File: src/rtl/tpsr_regs.svh
// Constants of the two-phase recirculating shift register
`ifndef TPSR_REGS_SVH
`define TPSR_REGS_SVH

// =====================================================
// Storage sizes
`define TPSR_MAX_CH 2
`define TPSR_LEN_DUAL 1024
`define TPSR_LEN_SINGLE 2048
`define TPSR_FIFO_DEPTH 8

// =====================================================
// Timing
`define TPSR_CLK_PERIOD_NS 10
`define TPSR_PHASE_FREQ_MAX_KHZ 3000
`define TPSR_PHASE_FREQ_MIN_KHZ 10
`define TPSR_PHASE_GAP_MIN_NS 10
`define TPSR_PHASE_GAP_MIN_CYC ((`TPSR_PHASE_GAP_MIN_NS + `TPSR_CLK_PERIOD_NS - 1) / `TPSR_CLK_PERIOD_NS)
`define TPSR_GAP_CNT_W 4

`endif

File: src/rtl/tpsr_pkg.sv
// Types of the two-phase recirculating shift register
`default_nettype none

package tpsr_pkg;

  // =====================================================
  // Device variants
  typedef enum logic [1:0] {
    TPSR_DUAL_RECIRC,
    TPSR_DUAL_TWO_INPUT,
    TPSR_SINGLE_RECIRC
  } tpsr_variant_t;

  // =====================================================
  // Carriers
  typedef struct packed {
    logic phase1N;
    logic phase2N;
  } tpsr_phases_t;

  typedef struct packed {
    logic firstSerialInput;
    logic secondSerialInput;
    logic inputSourceSelect;
  } tpsr_chan_in_t;

endpackage

`default_nettype wire

File: src/rtl/tpsr_shift_register.sv
// Two-phase dynamic recirculating shift register, modelled in synchronous logic
//
// Overview of operation
// - Serial bit rate is twice either phase frequency, within documented range.
// - A phase is active while low, inactive while high.
// - Master takes data on one phase, slave takes it on the other.
// - Data and select are sampled at the rising end of an active pulse.
// - Serial output updates at the falling start of an active pulse.
// - Two half-registers shift on opposite phases; a bit enters every pulse.
// - Bit entered on phase one shows at output from phase one to phase two.
// - In the recirculating variants, load control high recirculates the output; low enters external data.
// - Dual variant: two 1024-bit recirculating registers, one shared load control.
// - Single variant: one 2048-bit register with recirculation and load control.
`include "tpsr_regs.svh"
`default_nettype none

module tpsr_shift_register
  import tpsr_pkg::*;
#(
  parameter tpsr_variant_t VARIANT = TPSR_DUAL_RECIRC,
  parameter int REG_LEN = (VARIANT == TPSR_SINGLE_RECIRC) ? `TPSR_LEN_SINGLE : `TPSR_LEN_DUAL,
  parameter int FIFO_DEPTH = `TPSR_FIFO_DEPTH
)
(
  // Clock and reset
  input wire logic clk,
  input wire logic resetn,
  // Two-phase clock from the controlling logic
  input wire tpsr_phases_t phases,
  // Control and serial data
  input wire logic loadRecirculateSelect,
  input wire tpsr_chan_in_t [`TPSR_MAX_CH-1:0] chanIn,
  output logic [`TPSR_MAX_CH-1:0] serialOut,
  // Status
  output logic phaseTimingFault,
  // Observation stream of output updates
  output logic obsValid,
  output logic [`TPSR_MAX_CH-1:0] obsData,
  input wire logic obsReady,
  output logic obsFillReady
);

  localparam int NUM_CH = (VARIANT == TPSR_SINGLE_RECIRC) ? 1 : 2;
  // Each register is two interleaved halves
  localparam int HALF = REG_LEN / 2;
  localparam logic [`TPSR_GAP_CNT_W-1:0] GAP_MIN = `TPSR_GAP_CNT_W'(`TPSR_PHASE_GAP_MIN_CYC);
  localparam logic [`TPSR_GAP_CNT_W-1:0] GAP_SAT = '1;

  // =====================================================
  // Parameter check
  if (REG_LEN < 4 || (REG_LEN % 2) != 0)
  begin : gBadLen
    $error("tpsr_shift_register needs an even register length of at least 4");
  end

  // Counter must reach the minimum gap before it saturates
  if (`TPSR_PHASE_GAP_MIN_CYC >= (1 << `TPSR_GAP_CNT_W) - 1)
  begin : gBadGap
    $error("tpsr_shift_register gap counter too narrow for the minimum gap");
  end

  // Plain flip-flops: a stopped phase clock loses nothing here, unlike the charge store
  typedef struct packed {
    logic phase1Prev;
    logic phase2Prev;
    logic [NUM_CH-1:0][HALF-1:0] half1;
    logic [NUM_CH-1:0][HALF-1:0] half2;
    logic [NUM_CH-1:0] master1;
    logic [NUM_CH-1:0] master2;
    logic [NUM_CH-1:0] outBit;
    logic [`TPSR_GAP_CNT_W-1:0] gapCnt;
    logic fault;
    logic obsPush;
  } tpsr_state_t;

  tpsr_state_t st_r;
  tpsr_state_t st_nxt;
  logic p1Fall;
  logic p1Rise;
  logic p2Fall;
  logic p2Rise;
  logic [NUM_CH-1:0] entered;
  logic [`TPSR_MAX_CH-1:0] outWide;
  logic fifoInReady;

  // =====================================================
  // Phase edges; low level means the phase is on
  assign p1Fall = st_r.phase1Prev && !phases.phase1N;
  assign p1Rise = !st_r.phase1Prev && phases.phase1N;
  assign p2Fall = st_r.phase2Prev && !phases.phase2N;
  assign p2Rise = !st_r.phase2Prev && phases.phase2N;

  // =====================================================
  // Bit to be entered per register
  always_comb
  begin
    entered = '0;
    for (int c = 0; c < NUM_CH; c++)
    begin
      if (VARIANT == TPSR_DUAL_TWO_INPUT)
      begin
        entered[c] = chanIn[c].inputSourceSelect ? chanIn[c].secondSerialInput : chanIn[c].firstSerialInput;
      end
      else
      begin
        // Recirculation takes the bit now on the output
        entered[c] = loadRecirculateSelect ? st_r.outBit[c] : chanIn[c].firstSerialInput;
      end
    end
  end

  // =====================================================
  // Next state
  always_comb
  begin
    st_nxt = st_r;
    st_nxt.phase1Prev = phases.phase1N;
    st_nxt.phase2Prev = phases.phase2N;
    st_nxt.obsPush = p1Fall || p2Fall;
    for (int c = 0; c < NUM_CH; c++)
    begin
      // Masters capture at the end of their own pulse
      if (p1Rise)
      begin
        st_nxt.master1[c] = entered[c];
      end
      if (p2Rise)
      begin
        st_nxt.master2[c] = entered[c];
      end
      // Slaves take the master bit when the opposite phase starts
      if (p2Fall)
      begin
        st_nxt.half1[c] = {st_r.half1[c][HALF-2:0], st_r.master1[c]};
      end
      if (p1Fall)
      begin
        st_nxt.half2[c] = {st_r.half2[c][HALF-2:0], st_r.master2[c]};
      end
      // One bit per pulse of either phase, so bit rate is twice phase rate
      // Output follows the start of each pulse
      if (p1Fall)
      begin
        st_nxt.outBit[c] = st_r.half1[c][HALF-1];
      end
      else if (p2Fall)
      begin
        st_nxt.outBit[c] = st_r.half2[c][HALF-1];
      end
    end
    // Gap counter runs only while both phases are off
    if (!phases.phase1N || !phases.phase2N)
    begin
      st_nxt.gapCnt = '0;
    end
    else if (st_r.gapCnt != GAP_SAT)
    begin
      st_nxt.gapCnt = `TPSR_GAP_CNT_W'(st_r.gapCnt + 1'b1);
    end
    // Sticky until reset; the device cannot trust its charge after a violation
    if (!phases.phase1N && !phases.phase2N)
    begin
      st_nxt.fault = 1'b1;
    end
    if ((p1Fall || p2Fall) && st_r.gapCnt < GAP_MIN)
    begin
      st_nxt.fault = 1'b1;
    end
  end

  always_ff @(posedge clk or negedge resetn)
  begin
    if (!resetn)
    begin
      st_r <= '0;
      st_r.phase1Prev <= 1'b1;
      st_r.phase2Prev <= 1'b1;
      st_r.gapCnt <= GAP_SAT;
    end
    else
    begin
      st_r <= st_nxt;
    end
  end

  // =====================================================
  // Outputs
  always_comb
  begin
    outWide = '0;
    outWide[NUM_CH-1:0] = st_r.outBit;
  end

  assign serialOut = outWide;
  assign phaseTimingFault = st_r.fault;
  assign obsFillReady = fifoInReady;

  // Drops samples when full rather than stalling; the register itself must never stop
  tpsr_fifo #(
    .WIDTH(`TPSR_MAX_CH),
    .DEPTH(FIFO_DEPTH)
  ) uObsFifo (
    .clk(clk),
    .resetn(resetn),
    .inValid(st_r.obsPush),
    .inData(outWide),
    .inReady(fifoInReady),
    .outValid(obsValid),
    .outData(obsData),
    .outReady(obsReady)
  );

endmodule

`default_nettype wire

File: src/rtl/tpsr_fifo.sv
// Small synchronous FIFO for the output observation stream
`default_nettype none

module tpsr_fifo
  import tpsr_pkg::*;
#(
  parameter int WIDTH = 2,
  parameter int DEPTH = 8
)
(
  // Clock and reset
  input wire logic clk,
  input wire logic resetn,
  // Fill side
  input wire logic inValid,
  input wire logic [WIDTH-1:0] inData,
  output logic inReady,
  // Drain side
  output logic outValid,
  output logic [WIDTH-1:0] outData,
  input wire logic outReady
);

  localparam int AW = (DEPTH > 1) ? $clog2(DEPTH) : 1;

  // =====================================================
  // Parameter check
  if (DEPTH < 2 || (1 << AW) != DEPTH || WIDTH < 1)
  begin : gBadParams
    $error("tpsr_fifo needs a power-of-two depth of at least 2");
  end

  typedef struct packed {
    logic [DEPTH-1:0][WIDTH-1:0] mem;
    logic [AW:0] wrPtr;
    logic [AW:0] rdPtr;
  } tpsr_fifo_state_t;

  tpsr_fifo_state_t st_r;
  tpsr_fifo_state_t st_nxt;
  logic full;
  logic empty;

  // Extra pointer bit tells full from empty without a counter
  assign empty = (st_r.wrPtr == st_r.rdPtr);
  assign full = (st_r.wrPtr[AW] != st_r.rdPtr[AW]) && (st_r.wrPtr[AW-1:0] == st_r.rdPtr[AW-1:0]);
  assign inReady = !full;
  assign outValid = !empty;
  assign outData = st_r.mem[st_r.rdPtr[AW-1:0]];

  // =====================================================
  // Next state
  always_comb
  begin
    st_nxt = st_r;
    if (inValid && !full)
    begin
      st_nxt.mem[st_r.wrPtr[AW-1:0]] = inData;
      st_nxt.wrPtr = (AW+1)'(st_r.wrPtr + 1'b1);
    end
    if (outReady && !empty)
    begin
      st_nxt.rdPtr = (AW+1)'(st_r.rdPtr + 1'b1);
    end
  end

  always_ff @(posedge clk or negedge resetn)
  begin
    if (!resetn)
    begin
      st_r <= '0;
    end
    else
    begin
      st_r <= st_nxt;
    end
  end

endmodule

`default_nettype wire

File: config.mk
export PLATFORM = sky130hd
export DESIGN_NAME = tpsr_shift_register
export DESIGN_NICKNAME = d
export VERILOG_FILES = /design/src/rtl/tpsr_pkg.sv /design/src/rtl/tpsr_shift_register.sv /design/src/rtl/tpsr_fifo.sv
export VERILOG_INCLUDE_DIRS = /design/src /design/src/rtl
export SDC_FILE = /design/constraint.sdc
export NUM_CORES = 2
export LEC_CHECK = 0
export ABC_AREA = 1
export BUFFER_PORTS_ARGS = -buffer_cell sky130_fd_sc_hd__buf_2
export CAP_MARGIN = 20
export CORE_MARGIN = 2
export CORE_UTILIZATION = 61
export CTS_CLUSTER_DIAMETER = 50
export DETAILED_ROUTE_END_ITERATION = 8
export PLACE_DENSITY_LB_ADDON = 0.15
export SLEW_MARGIN = 20
export SYNTH_ARGS = -nofsm -noshare
export SYNTH_HDL_FRONTEND = slang
export SYNTH_SLANG_ARGS = --single-unit
export TNS_END_PERCENT = 100
File: constraint.sdc
create_clock -name clk -period 3.85 [get_ports clk]
set_clock_uncertainty 0.2 [all_clocks]
set_input_delay 0.77 -clock clk [delete_from_list [all_inputs] [get_ports clk]]
set_output_delay 0.77 -clock clk [all_outputs]
set_load 0.02 [all_outputs]
==> Word level (Yosys, flattened, before mapping) <==
Index checks and enable logic that the tools add are counted.
{ "word_totals": {"register_bits": 2086, "latchBits": 0, "mem_bits_rw": 0, "rom_bits": 0, "elab_cells": 69, "n_memories": 0} }
{ "op_classes": {"add_sub_neg": 3, "multipliers": 0, "n_div": 0, "order_cmp": 4, "n_eq_ne": 4, "shift": 0, "mux": 15, "bitwise": 0, "reduce_logical": 21} }
{ "ops": {"columns": ["operator", "count"], "rows": [
  ["bitwise mux 16 bit", 1],
  ["adder 4 x 1 -> 4 bit, second input constant", 3],
  ["logical AND 1 bit", 10],
  ["< comparator 3 x 4 -> 1 bit, second input constant", 2],
  ["two-way mux 1 bit", 8],
  ["two-way mux 4 bit", 2],
  ["binary-select mux 2 bit (select 3 bit)", 1],
  ["demux 2 bit (select 3 bit)", 1],
  ["zero test 1 bit", 6],
  ["nonzero test 2 bit", 3],
  ["equality test 4 bit", 1],
  ["< comparator 4 x 1 -> 1 bit, second input constant", 1],
  ["two-way mux 2 bit", 2],
  ["!= test 4 bit, second input constant", 1],
  ["equality test 3 bit", 1],
  ["greater-or-equal comparator 3 x 1 -> 1 bit, second input constant", 1],
  ["logical OR 1 bit", 2],
  ["!= test 1 bit", 1]
]} }

==> Longest topological paths before layout <==
{ "depth": {"depth_word": 5, "mapped_depth": 9} }

==> By module <==
A second synthesis with hierarchy kept.
{ "hier_totals": {"cells_unflattened": 9126, "hier_area_um2": 82253.9} }
{ "modules_own_cells": {"columns": ["module", "instances", "cells_per_inst", "area_each_um2"], "rows": [
  ["tpsr_shift_register", 1, 8946, 80873.8],
  ["tpsr_fifo", 1, 180, 1380.1]
]} }

==> Least setup slack after synthesis <==
No wires, ideal clock.
{ "synth_path": {"path_type": "register -> output", "from": "register uObsFifo.st_r[0] (netlist bit)", "to": "output obsData[0]", "arrival_time_ns": 1.100, "slack_ns": 1.780, "path_stages_with_launch": 6, "path_cell_list": "dfrtp_1 > clkbuf_1 > o21ai_0 > o22ai_1 > nand2_1 > nand2_1"} }
{ "synth_via": {"elab_chain_cells": 2} }
{ "synth_lines": {"columns": ["item", "line_no", "text"], "rows": [
  ["from (decl)", "tpsr_fifo.sv:39", "tpsr_fifo_state_t st_r;"],
  ["from (signal assigned)", "tpsr_fifo.sv:75", "st_r <= st_nxt;"],
  ["binary-select mux 2 bit (select 3 bit)", "tpsr_fifo.sv:49", "assign outData = st_r.mem[st_r.rdPtr[AW-1:0]];"],
  ["two-way mux 2 bit (not written as such)", "tpsr_fifo.sv:49", null],
  ["to (decl)", "tpsr_shift_register.sv:38", "output logic [`TPSR_MAX_CH-1:0] obsData,"]
]} }
Every way passes these cells. The select of a mux whose other input is x is not followed.

==> Worst setup path after layout <==
{ "layout_path": {"from": "register uObsFifo.st_r[0] (netlist bit)", "to": "output obsFillReady"} }
{ "layout_via": {"elab_chain_cells": 3} }
{ "layout_lines": {"columns": ["item", "line_no", "text"], "rows": [
  ["equality test 3 bit", "tpsr_fifo.sv:46", "assign full = (st_r.wrPtr[AW] != st_r.rdPtr[AW]) && (st_r.wrPtr[AW-1:0] == st_r.rdPtr[AW-1:0]);"],
  ["logical AND 1 bit", "tpsr_fifo.sv:46", null],
  ["zero test 1 bit", "tpsr_fifo.sv:47", "assign inReady = !full;"],
  ["to (decl)", "tpsr_shift_register.sv:40", "output logic obsFillReady"]
]} }
Every way passes these cells.

==> flow_summary.toml <==
[placement]
postPlaceCellArea_um2 = 79800
gp_congestion = 0.700
dp_worst_setup_slack_ns = 1.04
io_buffers = 14
dp_hpwl_um = 55200

[timing]
report.final.slew_viol_count = 0
finalWorstSetupSlack_ns = 0.315
setup_viol = 0
fin_tns_setup_ns = 0
max_freq_ghz = 0.283
hold_viol = 0
finalCriticalPeriod_ns = 3.53
maxSlewHeadroom_pct = 35.2
tightest_slew_ns = 0.973
rsz0062_at_grt = "no"
final.period_utilization_pct = 91.8

[clocking]
cts_resized = 0
htree_num_levels = 4
clockRootBuffer = "clkbuf_16"
clk_path_buf_depth = 3
path_clk_slew_ns = 0.06
numCtsBuffers = 204
clk_latency_ns = 0.80
cts_tree = "yes"
cts_num_sinks = 2086

[die]
rows = 131
fp.dieH_um = 361
ioPinCount = 19
fp.dieW_um = 361
start_util_pct = 61.2
core_um2 = 127000
die_area_um2 = 131000

[layout]
layout_commonest_cell = "dfrtp_1"
final_cell_area_um2 = 86500
syn_to_final_growth_pct = 11.0
antenna_cells = 0
num-nets-final = 4699
finish.utilization_pct = 68.0
fillers = 8624
drive_gt1_share_pct = 39.4
final_cell_mix = "2,080 x dfrtp_1, 1,456 x mux2_2, 580 x mux2_1"

[critical_path]
cp.arrival_ns = 2.56
required_ns = 2.88
r2r_cells = 8
path_cells = "clkinv_1, nand2_1, nand2_1, nand4_1, buf_4, buf_2"
critPathMaxFanout = 29
r2r-start = "uObsFifo.st_r[0]"
cp-start-kind = "register"
startpoint = "uObsFifo.st_r[0]"
rr_endpoint = "uObsFifo.st_r[7]"
cp-end-kind = "output port"
worst-path-buf-inv = 3
r2r_slack_ns = 1.63
path_delay_family = "buffers and inverters"
timing.critical_path.to = "obsFillReady"
crit_path_top_delay_cell = "dfrtp_1"
path_class = "reg2out"
critPathMaxStageDelay_ns = 0.59
critPathMostFrequentCell = "nand2_1"
crit_cells = 6

[detailed_routing]
first_iter_violations = 1583
vias = 35057
wl_per_cell_um = 15.1
drt_first_pass_iters = 4
postRouteAntennaNets = 0
viasPerCell = 5.39
wl_um = 98200
drc = 0

[power_and_ir_drop]
pwr-share-seq_pct = 51.4
power_density_nw_per_um2 = 512
power_leakage_uw = 0.0458
switching_power_uw = 9550
vdd_ir_drop_max_mv = 0.455
combinationalPowerShare_pct = 4.9
p_total_uw = 44200
pwr-share-clk_pct = 43.7
intPower_uw = 34700
p_sw_share_pct = 21.6

[worst_hold_path]
hold_class = "in2reg"

[status]
status = "complete, no violations"

[grt]
grt_max_degree = 124
grt_pass1_wl_um = 177000
overflow = 0
antenna_found_initial = 0
grt_pass1_vias = 37965
track_usage_pct = 15.9

[synth]
yosys_warnings = 0
synth_seq_cells = 2086
synth_top_area_share_pct = 66.8
yosysTopAreaCell = "dfrtp_1"
synth_ff_type = "dfrtp_1"
synth_edf_count = 0
synth.cell_area_um2 = 77900
syn-num-nets = 4604
syn-instance-count = 4588
synth_area_leaders = "dfrtp_1 67%, mux2_2 21%, mux2_1 8.4%, buf_6 0.94%, buf_2 0.82%"
seq_area_frac_synth_pct = 67.0
async_flop_share_pct = 100
ys_types = 25
syn_avg_cell_area_um2 = 17.0

[run]
drv_cap = 0
==> cells in the mapped netlist, types with 6 or more instances <==
cell type,instances
buf_2,127
buf_4,44
buf_6,65
clkbuf_1,6
dfrtp_1,2080
dfstp_2,6
inv_1,22
mux2_1,580
mux2_2,1456
nand2_1,80
nand3_1,22
nand4_1,19
nor2_1,20
nor3_1,7
o21ai_0,27
==> final cells by class <==
class | instances | area, µm² | share of cell area, %
clock buffers | 315 | 6130 | 7.09
clock inverters | 54 | 536 | 0.619
inverters | 25 | 93.8 | 0.109
multi-input cells | 2234 | 23900 | 27.6
flip-flops and latches | 2086 | 52200 | 60.4
well taps | 1662 | 2080 | 2.40
repair buffers | 132 | 1520 | 1.75
==> worst reg2reg max path: stages, from the launching register on <==
cell	delay [ns]
dfrtp_1	0.59
clkinv_1	0.36
nand2_1	0.15
nand2_1	0.08
nand4_1	0.09
buf_4	0.28
nand3_1	0.17
nand2_1	0.13
nand2_1	0.05
==> stage by stage <==
step | hold WS, ns | std cells
final | 0.0857 | 6508
after floorplan | 0.237 | 4588
after global routing | 0.0407 | 6508
after CTS | 0.000955 | 6508
after detailed placement | 0.263 | 6136
after global placement | 0.258 | 6136
==> state kept, by name (all words and copies together) (netlist names) <==
signal and flops:
st_r 2059, uObsFifo.st_r 24, serialOut 2, phaseTimingFault 1
==> timing repair <==
item | 4_1_cts | 5_1_grt
hold buffers | 3 | 0
endpoints found under the setup margin | 0 | 0
setup buffers | 0 | 0
hold endpoints to repair | 44 | 0
==> worst min path at each step <==
stage / depth (start not counted) / slack [ns] / endpoint / from
2_1_floorplan: 2 / 0.24 / uObsFifo.st_r[12] / uObsFifo.st_r[12]
3_3_place_gp: 2 / 0.26 / uObsFifo.st_r[12] / uObsFifo.st_r[12]
3_5_place_dp: 2 / 0.26 / uObsFifo.st_r[13] / uObsFifo.st_r[13]
4_1_cts: 3 / 0.001 / uObsFifo.st_r[1] / obsReady
5_1_grt: 3 / 0.04 / uObsFifo.st_r[0] / obsReady
6_report: 3 / 0.09 / uObsFifo.st_r[0] / obsReady
==> cell families after synthesis <==
family,after synthesis,share of synthesized area [%]
DFF,2086,67.0
muxes,2036,29.4
AOI/OAI and AO/OA,39,0.262
and+or+nand+nor,150,0.837
adders and majority gates,4,0.0642
buffers and inverters,268,2.33
xor gates and xnor gates,5,0.0562
==> power by group through the flow <==
stage                     combinational, µW  clock, µW  sequential (µW)
after global routing                   2450      20900            22800
after detailed placement               2220          0            23100
after global placement                 2170          0            23100
after floorplan                        1570          0            23000
after CTS                              2230      20000            22800
final                                  2160      19300            22800
==> layer usage <==
layer  vias up  GRT usage [%]  part of all wire, %
met5         -              0                    0
met1     18323           21.7                   47
met3       165           3.17                  3.1
met2       282           25.9                   48
li1      16287              -                    -
met4         0           5.15                  2.1
Note: power is estimated with default switching activity, not from simulation.
